==> src/frac_consts.svh <==
`ifndef FRAC_CONSTS_SVH
`define FRAC_CONSTS_SVH
// register offsets on the plain register port
`define OFF_REF_DIV 4'h2
`define OFF_INT_RATIO 4'h3
`define OFF_FRAC_VAL 4'h4
`define OFF_OSC_ACCESS 4'h5
`define OFF_MOD_CFG 4'h6
`define OFF_STEP_CNT 4'hc
`define OFF_STATUS 4'hf
// modulator configuration fields
`define MOD_EN_BIT 11
`define MOD_BYP_BIT 7
// reset values
`define RST_REG24 24'h000000
`define RST_REF_DIV 24'h000001
`define RST_INT_RATIO 24'h000014
`define RST_MOD_CFG 24'h000080
// integer ratio limits
`define INT_MIN_WHOLE 19'h00010
`define INT_MIN_FRAC 19'h00014
`define INT_MAX_FRAC 19'h7fffc
// oscillator side serial frame layout
`define OSC_FRAME_BITS 5'h10
`define OSC_ID_LSB 0
`define OSC_ADDR_LSB 3
`define OSC_DATA_LSB 7
`define OSC_OUTDIV_ADDR 4'h2
`define OSC_BUSY_BIT 23
`endif

==> src/frac_pkg.sv <==
package frac_pkg;
  // one register port request
  typedef struct packed {
    logic wr;
    logic rd;
    logic [3:0] addr;
    logic [23:0] wdata;
  } bus_req_type;
  // oscillator side serial port pins
  typedef struct packed {
    logic sen;
    logic sclk;
    logic sdata;
  } osc_port_type;
  // modulator state
  typedef struct packed {
    logic [23:0] acc;
    logic [23:0] step_cnt;
    logic carry;
  } mod_state_type;
  // controller state
  typedef struct packed {
    logic [23:0] ref_div;
    logic [23:0] int_ratio;
    logic [23:0] frac_val;
    logic [23:0] osc_access;
    logic [23:0] mod_cfg;
    logic [23:0] step_cnt;
    logic [18:0] act_int;
    logic [23:0] act_frac;
    logic [23:0] act_steps;
    logic act_frac_mode;
    logic [23:0] ref_cnt;
    logic [19:0] fb_cnt;
    logic [5:0] out_cnt;
    logic [5:0] out_div;
    logic [15:0] sh;
    logic [4:0] sh_left;
    logic osc_busy;
    osc_port_type osc;
    logic [23:0] rdata;
    logic pd_tick;
    logic fb_tick;
    logic out_tick;
  } ctl_state_type;
endpackage

==> src/sigma_modulator.sv <==
`timescale 1ns/10ps
`default_nettype none
`include "frac_consts.svh"
// first order accumulator with full 24 bit modulus
module sigma_modulator
  import frac_pkg::*;
(
  input wire logic i_clk,
  input wire logic i_sys_rst,
  input wire logic i_ce,
  input wire logic i_update,
  input wire logic i_enable,
  input wire logic [23:0] i_frac,
  input wire logic [23:0] i_steps,
  output logic o_carry
);
  mod_state_type q; // registered state
  mod_state_type d; // next state
  logic [24:0] sum; // accumulator plus fraction

  // accumulate once per feedback update
  always_comb begin
    d = q;
    sum = {1'b0, q.acc} + {1'b0, i_frac};
    if (i_update) begin
      if (!i_enable) begin
        // integer mode: modulator held idle
        d.acc = `RST_REG24;
        d.step_cnt = `RST_REG24;
        d.carry = 1'b0;
      end else begin
        d.carry = sum[24];
        if ((i_steps != `RST_REG24) && (q.step_cnt >= i_steps - 24'h000001)) begin
          // plan of steps complete: restart phase, modulus stays 2^24
          d.acc = `RST_REG24;
          d.step_cnt = `RST_REG24;
        end else begin
          d.acc = sum[23:0];
          d.step_cnt = q.step_cnt + 24'h000001;
        end
      end
    end
  end

  // state register, frozen while clock enable is low
  always_ff @(posedge i_clk or posedge i_sys_rst) begin
    if (i_sys_rst) begin
      q <= '0;
    end else if (i_ce) begin
      q <= d;
    end
  end

  assign o_carry = q.carry;
endmodule // sigma_modulator
`default_nettype wire

==> src/frac_divider_ctl.sv <==
// Notes on behaviour
// - integer mode: modulator idle, ratio 16 upward
// - reference divided by R gives detector tick
// - fraction register over 2^24 is fraction
// - fractional mode integer ratio kept 20..524284
// - output equals oscillator divided by k, odd k above one taken as k-1
// - oscillator registers written only through offset 5
// - normal step is detector rate over 2^24
// - step count restarts accumulator phase plan
// - accumulator keeps its full 24-bit modulus
`timescale 1ns/10ps
`default_nettype none
`include "frac_consts.svh"
module frac_divider_ctl
  import frac_pkg::*;
(
  input wire logic i_clk,
  input wire logic i_sys_rst,
  input wire logic i_ce,
  input wire bus_req_type i_bus,
  input wire logic i_ref_tick,
  input wire logic i_vco_tick,
  output logic [23:0] o_rdata,
  output logic o_pd_tick,
  output logic o_fb_tick,
  output logic o_out_tick,
  output osc_port_type o_osc
);
  ctl_state_type q; // registered state
  ctl_state_type d; // next state
  logic carry; // modulator carry, one extra feedback count
  logic frac_mode; // programmed mode is fractional
  logic [18:0] int_lim; // programmed integer ratio after limits
  logic [19:0] fb_ratio; // ratio for this feedback cycle
  logic [23:0] ref_last; // last reference count value
  logic [5:0] k_last; // last output divider count value
  logic osc_start; // a write to the access register is taken
  logic [3:0] osc_addr; // oscillator register address of a write
  logic [23:0] status; // live status word

  // modulator, updated on every feedback tick
  sigma_modulator u_mod (
    .i_clk(i_clk),
    .i_sys_rst(i_sys_rst),
    .i_ce(i_ce),
    .i_update(q.fb_tick),
    .i_enable(q.act_frac_mode),
    .i_frac(q.act_frac),
    .i_steps(q.act_steps),
    .o_carry(carry)
  );

  // decode of mode, ratio limits and divider terminal counts
  always_comb begin
    // fractional only with enable set and bypass clear
    frac_mode = q.mod_cfg[`MOD_EN_BIT] & ~q.mod_cfg[`MOD_BYP_BIT];
    int_lim = q.int_ratio[18:0];
    if (frac_mode) begin
      // fractional path limits
      if (int_lim < `INT_MIN_FRAC) begin
        int_lim = `INT_MIN_FRAC;
      end else if (int_lim > `INT_MAX_FRAC) begin
        int_lim = `INT_MAX_FRAC;
      end
    end else if (int_lim < `INT_MIN_WHOLE) begin
      // whole number path lower limit
      int_lim = `INT_MIN_WHOLE;
    end
    // zero reference divide acts as one
    if (q.ref_div == `RST_REG24) begin
      ref_last = `RST_REG24;
    end else begin
      ref_last = q.ref_div - 24'h000001;
    end
    // odd settings above one round down to even
    if (q.out_div <= 6'h01) begin
      k_last = 6'h00;
    end else begin
      k_last = {q.out_div[5:1], 1'b0} - 6'h01;
    end
    // active integer plus any modulator carry
    fb_ratio = {1'b0, q.act_int} + {19'h00000, carry};
    osc_addr = i_bus.wdata[`OSC_ADDR_LSB +: 4];
    osc_start = i_bus.wr && (i_bus.addr == `OFF_OSC_ACCESS) && !q.osc_busy;
    status = {21'h000000, q.osc_busy, q.act_steps != `RST_REG24, q.act_frac_mode};
  end

  // next state of the whole block
  always_comb begin
    d = q;
    d.pd_tick = 1'b0;
    d.fb_tick = 1'b0;
    d.out_tick = 1'b0;
    d.rdata = `RST_REG24;

    // register writes
    if (i_bus.wr) begin
      case (i_bus.addr)
        `OFF_REF_DIV: begin
          d.ref_div = i_bus.wdata;
        end
        `OFF_INT_RATIO: begin
          d.int_ratio = i_bus.wdata;
        end
        `OFF_FRAC_VAL: begin
          d.frac_val = i_bus.wdata;
        end
        `OFF_MOD_CFG: begin
          d.mod_cfg = i_bus.wdata;
        end
        `OFF_STEP_CNT: begin
          d.step_cnt = i_bus.wdata;
        end
        default: begin
          // other offsets ignore writes here, offset 5 is taken by the serial port below
        end
      endcase
    end

    // register reads, data in the following cycle
    if (i_bus.rd) begin
      case (i_bus.addr)
        `OFF_REF_DIV: begin
          d.rdata = q.ref_div;
        end
        `OFF_INT_RATIO: begin
          d.rdata = q.int_ratio;
        end
        `OFF_FRAC_VAL: begin
          d.rdata = q.frac_val;
        end
        `OFF_OSC_ACCESS: begin
          d.rdata = q.osc_access;
          d.rdata[`OSC_BUSY_BIT] = q.osc_busy;
        end
        `OFF_MOD_CFG: begin
          d.rdata = q.mod_cfg;
        end
        `OFF_STEP_CNT: begin
          d.rdata = q.step_cnt;
        end
        `OFF_STATUS: begin
          d.rdata = status;
        end
        default: begin
          // unmapped reads return zero
          d.rdata = `RST_REG24;
        end
      endcase
    end

    // reference divider forms the detector tick
    if (i_ref_tick) begin
      if (q.ref_cnt >= ref_last) begin
        d.ref_cnt = `RST_REG24;
        d.pd_tick = 1'b1;
      end else begin
        d.ref_cnt = q.ref_cnt + 24'h000001;
      end
    end

    // feedback divider counts oscillator edges
    if (i_vco_tick) begin
      if (q.fb_cnt + 20'h00001 >= fb_ratio) begin
        d.fb_cnt = 20'h00000;
        d.fb_tick = 1'b1;
      end else begin
        d.fb_cnt = q.fb_cnt + 20'h00001;
      end
    end

    // ratios take effect together at the modulator update
    if (q.fb_tick) begin
      d.act_int = int_lim;
      d.act_frac_mode = frac_mode;
      // whole number mode drops the fraction entirely
      d.act_frac = frac_mode ? q.frac_val : `RST_REG24;
      d.act_steps = frac_mode ? q.step_cnt : `RST_REG24;
    end

    // output divider on oscillator edges
    if (i_vco_tick) begin
      if (q.out_cnt >= k_last) begin
        d.out_cnt = 6'h00;
        d.out_tick = 1'b1;
      end else begin
        d.out_cnt = q.out_cnt + 6'h01;
      end
    end

    // oscillator side serial port, two cycles per bit
    if (osc_start) begin
      // accept the frame and load the shifter
      d.osc_access = i_bus.wdata;
      d.sh = i_bus.wdata[15:0];
      d.sh_left = `OSC_FRAME_BITS;
      d.osc_busy = 1'b1;
      d.osc.sen = 1'b1;
      d.osc.sclk = 1'b0;
      d.osc.sdata = i_bus.wdata[15];
      // local copy of the output divider setting
      if ((i_bus.wdata[`OSC_ID_LSB +: 3] == 3'h0) && (osc_addr == `OSC_OUTDIV_ADDR)) begin
        d.out_div = i_bus.wdata[`OSC_DATA_LSB +: 6];
      end
    end else if (q.osc_busy) begin
      if (!q.osc.sclk) begin
        // rising edge, far side samples the bit
        d.osc.sclk = 1'b1;
      end else if (q.sh_left == 5'h01) begin
        // last bit done, end the frame
        d.osc.sclk = 1'b0;
        d.osc.sen = 1'b0;
        d.osc.sdata = 1'b0;
        d.osc_busy = 1'b0;
        d.sh_left = 5'h00;
      end else begin
        // falling edge, present the next bit
        d.osc.sclk = 1'b0;
        d.sh = {q.sh[14:0], 1'b0};
        d.osc.sdata = q.sh[14];
        d.sh_left = q.sh_left - 5'h01;
      end
    end
  end

  // state register, frozen while clock enable is low
  always_ff @(posedge i_clk or posedge i_sys_rst) begin
    if (i_sys_rst) begin
      q <= '0;
      q.ref_div <= `RST_REF_DIV;
      q.int_ratio <= `RST_INT_RATIO;
      q.mod_cfg <= `RST_MOD_CFG;
      q.act_int <= `INT_MIN_FRAC;
    end else if (i_ce) begin
      q <= d;
    end
  end

  // outputs straight from the state register
  assign o_rdata = q.rdata;
  assign o_pd_tick = q.pd_tick;
  assign o_fb_tick = q.fb_tick;
  assign o_out_tick = q.out_tick;
  assign o_osc = q.osc;
endmodule // frac_divider_ctl
`default_nettype wire

==> config.mk <==
export PLATFORM = sky130hd
export DESIGN_NAME = frac_divider_ctl
export DESIGN_NICKNAME = d
export VERILOG_FILES = /design/src/frac_pkg.sv /design/src/sigma_modulator.sv /design/src/frac_divider_ctl.sv
export VERILOG_INCLUDE_DIRS = /design/src
export SDC_FILE = /design/constraint.sdc
export NUM_CORES = 1
export LEC_CHECK = 0
export ABC_AREA = 1
export ABC_CLOCK_PERIOD_IN_PS = 10750
export BUFFER_PORTS_ARGS = -buffer_cell sky130_fd_sc_hd__buf_2
export CORE_ASPECT_RATIO = 0.6
export CORE_MARGIN = 1
export CORE_UTILIZATION = 55
export DETAILED_ROUTE_END_ITERATION = 7
export PLACE_DENSITY = 0.77
export SETUP_SLACK_MARGIN = 0.2
export SYNTH_ARGS = -nofsm -noshare
export SYNTH_HDL_FRONTEND = slang
export SYNTH_SLANG_ARGS = --single-unit
==> constraint.sdc <==
create_clock -name i_clk -period 10.75 [get_ports i_clk]
set_clock_uncertainty 0.05 [all_clocks]
set_input_delay 1.075 -clock i_clk [delete_from_list [all_inputs] [get_ports i_clk]]
set_output_delay 1.075 -clock i_clk [all_outputs]
set_load 0.1 [all_outputs]
==> results of run 1 <==
==> where the power goes <==
group | leakage [nW] | internal [mW] | total, mW | switching, mW
combinational | 5.98 | 0.499 | 1.54 | 1.04
sequential | 4.87 | 1.64 | 1.87 | 0.226
clock | 0.595 | 0.761 | 1.34 | 0.575
==> worst paths after layout <==
check / from / to / slack (ns) / cells after the start
min reg2reg: o_rdata[2] / o_rdata[2] / 0.43 / 2
min: o_rdata[2] / o_rdata[2] / 0.43 / 2
max: q[304] / q[100] / 6.69 / 16
max reg2reg: q[304] / q[100] / 6.69 / 16
max in group asynchronous: i_sys_rst / q[277] / 7.58 / 4
min in group asynchronous: i_sys_rst / q[63] / 0.67 / 2
==> final cells by class <==
type | instances | area, um^2
fill | 3426 | 14900
tap | 513 | 642
antenna | 2 | 5.00
clock inverter | 17 | 198
clock buffer | 49 | 1010
multi-input combinational | 1954 | 10400
inverter | 348 | 1310
timing repair buffer | 81 | 448
sequential | 366 | 9170
==> cells by family (layout without fill, tap and decap cells) <==
| kind of cell | after synthesis | after routing |
|---|---|---|
| compound gates | 508 | 508 |
| xor+xnor | 105 | 105 |
| fa+ha+maj | 111 | 111 |
| buf+inv | 458 | 495 |
| flops | 366 | 366 |
| other cells | 0 | 2 |
| simple gates | 1230 | 1230 |
==> metal layers <==
layer  up-vias  wire (um)
met2       933      25200
met5         -          8
met1      9074      29200
li1       9045          -
met3        89       8180
met4         2       1160
==> synth_stat cells, drive strengths merged (6+ instances only) <==
library cell,instances,area [um^2]
nand2,763,2900
dfstp,6,158
a21oi,79,410
xnor2,28,245
nand3,136,716
inv,343,1290
ha,110,1380
nor4,9,56.3
nand4,45,288
o21ai,327,1750
xor2,77,674
nor3,57,323
nand3b,6,45.0
clkbuf,50,188
dfrtp,360,9010
a211oi,7,52.6
nor2,206,842
o22ai,62,388
buf,60,415
==> flip-flops by register name, summed over array words and instances (netlist names) <==
signal and cells:
o_out_tick 1, o_fb_tick 1, o_osc 3, u_mod.o_carry 1, o_rdata 24, o_pd_tick 1
q 287, u_mod.q 48
==> worst register-to-register path: stages (launching register included) <==
cell and delay [ns]:
dfrtp_1 0.41, nor2_1 0.22, nand2_1 0.16, nor2_1 0.21
nand4_1 0.75, a21boi_0 0.36, o21ai_0 0.09, ha_1 0.16
nand2_1 0.07, nor2_1 0.11, nand4_1 0.15, nor2_1 0.13
nand2_1 0.06, nand4_1 0.16, nand2_1 0.10, inv_1 0.58
nor2_1 0.14
==> run metrics, run 1 <==
# rows=between 50 and 60; sequential share of the synthesized area=42.7%; initial antenna violation count=5; Seq cells post-synth=366; MaxCap Viol Count=0; vias in the first global route=about 18k; Initial Utilization=a little under three fifths; Die ar.=39,900 um^2; Ports=65; largest family of logic cells by synthesized area=simple AND/OR/NAND/NOR gates; cell mode on critical path=nor2_1; Final min period=between 4 and 5 ns; Synth Area in Compound Gates=13.3%; hold_ws=between 0.4 and 0.5 ns; Worst Hold Class=reg -> reg; WP data required=11.09 ns; Final Hold Violating Endpoints=0; grt peak-use layer=met1; Slew headroom=roughly a tenth; Pre-antenna DRT Iters=6; Top delay family on crit path=simple AND/OR/NAND/NOR gates; die width=~260 um; Fmax achieved=approximately 0.25 GHz; Skew-Pair Late Insertion Delay=0.56 ns; Top FF cell, synth=dfrtp_1; Total GRT Usage=between 30% and 40%; setup slack at placement=~6.8 ns; global-route met2 utilization=between 40% and 50%; met3 Use GR=between 10 and 15%; leakage=11.4 nW; fraction of layout cells with a size suffix above 1=under 10%; Post-CTS Resized=0; via/cell ratio=about 5.7; outcome=complete, no violations; total CTS buffers=36; root buffer cell=clkbuf_16; Core Region=~38,000 um^2; Max Transition Viols Final=0; grt total ovfl=0; Post-Syn Area=between 20,000 and 25,000 um^2; Arrival @ worst endpoint=~4.4 ns; asr flop ratio synth=100%; hold_buf cts=0; CP startpoint kind=flip-flop; Vias=between 15k and 20k; Power Total=~4.7 mW; synth warn=0; Total Routed Length=between 60,000 and 70,000 um; number of setup violations in the final report=0; hpwl dp=around 48,000 um; Crit. End Element=flip-flop; Mapped Nets=a little under 3k; Power Density=approximately 200 nW/um^2; Critical path buffers and inverters=1; Cell Count, Final, Fillers Out=approximately 3.3k; Port Buffers=64; area grow syn2layout=7.97%; largest net degree at the start of global routing=91; CTS tree=yes; number of flops mapped to enable cells by yosys=0; cell area after layout=between 20,000 and 25,000 um^2; drc violations=0; initial detailed-routing violation count=~2.5k; multiplexer share of the synthesized area=0%; Post-Synth Adder-Cell Area=approximately 6.5%; worst slew pin tran=about 1.3 ns; Clock transition at path regs=0.07 ns; Avg Cell Area, Syn=7.73 um^2; Cells after Synth=between 2k and 3k; simple-gate share of the synthesized area=between 20% and 30%; grt met1 use=about half; Synth cell types=57; final core utilization=between 60% and 70%; CTS sink count=~370; Die Height=~160 um; RSZ-0062 raised after global routing=no; setup TNS=0 ns; Synth Area in XOR/XNOR=around 4.3%; post-route setup slack=between 6 and 7 ns; average routed wire per standard cell=roughly 19 um; Post-CTS Setup Repair Bufs=0; slowest stage delay, CP=approximately 0.75 ns; first-pass GRT wire length=99,800 um; CP cell instances=nor2_1, nand2_1, nor2_1, nand4_1, a21boi_0, o21ai_0, ha_1, nand2_1, nor2_1, nand4_1, nor2_1, nand2_1, nand4_1, nand2_1, inv_1, nor2_1; Placed Instances=between 3k and 4k; Final Wtd Congestion=1.00; post-route antenna net violation count=0; critical path type=reg -> reg; Peak VDD IR=roughly 0.00017 V; Period Utilization, post-route=between 30 and 40%; Area after DPL=22,000 um^2; commonest non-fill, non-tap cell in the layout=nand2_1; H-Tree Depth=2; most frequent cells in the layout=755 x nand2_1, 360 x dfrtp_1, 339 x inv_1; nets=approximately 2.9k; Worst Path Max Fanout=22; Longest Clk Path Bufs=3; Slowest cell on crit path=nand4_1
(Power assumes the default switching activity.)
==> inputs of run 2 (changes only) <==
ABC_CLOCK_PERIOD_IN_PS = 4180   (was 10750)
PLACE_DENSITY = 0.74   (was 0.77)
clock period = 4.18 ns   (was 10.75 ns; I/O delays follow)
==> run 2 against run 1 <==
Combinational power rose to 2.6 times the previous value; power rose to 2.6 times the previous value; sequential cell count did not move; fmax rose by 14%; wire length barely moved; worst hold slack got worse by 0.37 ns; die area did not move; via count fell by 0.26%; clock power rose to 2.5 times the previous value; register-to-register slack got worse by 6.1 ns; largest cell class unchanged; largest power group unchanged.
==> run metrics, run 2 (synthesized netlist as in run 1, its figures left out) <==
area grow syn2layout=8.32% (was 7.97%); switch share=38.6% (was 38.9%); Total GRT Usage=32.3% (about the same); fill count=3,368 (was 3,426); Final min period=3.57 ns (was 4.06 ns); internal reg-to-reg setup slack=0.61 ns (was 6.69 ns); Clock transition at path regs=0.06 ns (was 0.07 ns); Die Height=155 um (unchanged); CTS tree=yes (unchanged); CTS sink count=366 (unchanged); initial antenna violation count=3 (was 5); grt total ovfl=0 (unchanged); Max Transition Viols Final=0 (unchanged); worst slew pin tran=1.04 ns (was 1.34 ns); Gate power share=32.7% (was 32.5%); Worst Path Max Fanout=22 (unchanged); Pint=7.43 mW (was 2.90 mW); Pre-antenna DRT Iters=6 (unchanged); Peak VDD IR=0.000428 V (was 0.000170 V); hold depth=3 (was 2); Area after DPL=22,100 um^2 (was 22,000 um^2); critical path type=reg -> reg (unchanged); worst hold start=i_bus[17] (was o_rdata[2]); Post-CTS Setup Repair Bufs=0 (unchanged); Fmax achieved=0.280 GHz (was 0.246 GHz); setup TNS=0 ns (unchanged); post-route setup slack=0.609 ns (was 6.69 ns); H-Tree Depth=2 (unchanged); Sw Pwr=4.67 mW (was 1.85 mW); root buffer cell=clkbuf_16 (unchanged); Seq pwr share=39.5% (was 39.3%); total CTS buffers=36 (unchanged); most flop-heavy register=q (unchanged); vias in the first global route=17.6k (was 17.7k); largest net degree at the start of global routing=130 (was 91); Final Wtd Congestion=1.01 (was 1.00); setup slack at placement=0.556 ns (was 6.84 ns); first-pass GRT wire length=100,000 um (was 99,800 um); Slew headroom=30.5% (was 10.3%); Power Density=521 nW/um^2 (was 205 nW/um^2); die width=257 um (unchanged); Largest register FFs=287 (unchanged); Longest Clk Path Bufs=3 (unchanged); # rows=55 (unchanged); Initial Utilization=56.4% (unchanged); RSZ-0062 raised after global routing=yes (was no); Worst Hold Class=in -> reg (was reg -> reg); Period Utilization, post-route=85.4% (was 37.8%); Power Total=12.1 mW (was 4.75 mW); Vias=19.1k (about the same); Skew-Pair Late Insertion Delay=0.54 ns (was 0.56 ns); Critical R2R Launch=q[298] (was q[304]); initial detailed-routing violation count=2,348 (was 2,466); WP data required=4.56 ns (was 11.09 ns); hpwl dp=47,200 um (was 47,600 um); most frequent cells in the layout=754 x nand2_1, 360 x dfrtp_1, 339 x inv_1 (was 755 x nand2_1, 360 x dfrtp_1, 339 x inv_1); average routed wire per standard cell=19.1 um (about the same); Core Region=38,100 um^2 (unchanged); fraction of layout cells with a size suffix above 1=7.67% (was 7.64%); CP startpoint kind=flip-flop (unchanged); Die ar.=39,900 um^2 (unchanged); Arrival @ worst endpoint=3.95 ns (was 4.40 ns); clock group share of total power=27.8% (was 28.2%); Ports=65 (unchanged); Port Buffers=64 (unchanged); Hold EP=q[241] (was o_rdata[2]); cell area after layout=23,300 um^2 (was 23,200 um^2); outcome=complete, no violations (unchanged); via/cell ratio=5.73 (was 5.75); Ant. Diodes=0 (was 2); nets=2,939 (was 2,933); commonest non-fill, non-tap cell in the layout=nand2_1 (unchanged); Total Routed Length=63,700 um (about the same); footprint of the multi-input gates=10,400 um^2 (about the same); Crit. End Element=flip-flop (unchanged); RR Endpoint=q[100] (unchanged); Final Hold Violating Endpoints=0 (unchanged); MaxCap Viol Count=0 (unchanged); leakage=11.5 nW (was 11.4 nW); post-route antenna net violation count=0 (unchanged); number of setup violations in the final report=0 (unchanged); Reg2Reg Depth=21 (was 16); drc violations=0 (unchanged); Register Area=9170 um^2 (unchanged)
## run 2: per-stage QoR
stage          hold WS (ns)  utilization, %  instances
6_report             0.0638            61.1       3331
5_1_grt              0.0828            61.1       3331
4_1_cts              0.0529            61.1       3331
3_5_place_dp          0.356            58.0       3267
3_3_place_gp          0.356            58.0       3267
2_1_floorplan         0.400               -       2778
## run 2: final cells by class
type | instances | area share (%)
Multi-Input combinational cell | 1954 | 44.8
Sequential cell | 366 | 39.4
Inverter | 348 | 5.63
Clock buffer | 53 | 4.50
Tap cell | 513 | 2.76
Timing Repair Buffer | 87 | 2.35
Clock inverter | 10 | 0.576
## run 2: worst max path at each step
stage / slack, ns / start / end
2_1_floorplan: -1.19 / i_sys_rst / o_fb_tick
3_3_place_gp: 0.69 / q[111] / u_mod.q[23]
3_5_place_dp: 0.56 / q[111] / u_mod.q[19]
4_1_cts: 0.54 / q[111] / u_mod.q[22]
5_1_grt: 0.18 / q[111] / u_mod.q[23]
6_report: 0.61 / q[298] / q[100]
## run 2: power groups by stage
stage,combinational (mW),sequential (mW),clock [mW]
5_1_grt,4.47,4.85,3.54
4_1_cts,3.92,4.76,3.40
6_report,3.96,4.78,3.37
3_5_place_dp,3.89,4.81,0
2_1_floorplan,2.95,4.71,0
3_3_place_gp,3.74,4.79,0
## run 2: repair_timing
| item | CTS | global route |
|---|---|---|
| resized for setup | 0 | 2 |
| endpoints found under the hold margin | 5 | 0 |
| endpoints found under the setup margin | 0 | 49 |
| hold buffers | 1 | 0 |
## run 2: critical path, stage by stage, from the launching register on
cell and delay (ns):
dfrtp_1 0.41, inv_1 0.13, nand2_1 0.07, nor2_1 0.22
nand2_1 0.18, nor2_4 0.24, nand3_1 0.14, nor2_2 0.24
nand2_1 0.10, xor2_1 0.15, nand2_1 0.07, ha_1 0.29
nand2_1 0.06, inv_1 0.07, nand3_1 0.08, a21oi_1 0.17
nor2_1 0.10, nand4_1 0.15, nand2_1 0.09, inv_1 0.07
buf_4 0.26, nor2_1 0.08
## run 2: layer usage
| layer | track usage, % | vias to the layer above | share of wire (%) |
|---|---|---|---|
| met2 | 44.2 | 901 | 40 |
| met4 | 7.14 | 2 | 1.9 |
| met3 | 10.5 | 95 | 12 |
| met5 | 0 | - | 0.020 |
| met1 | 48.8 | 9057 | 46 |
| li1 | - | 9038 | - |
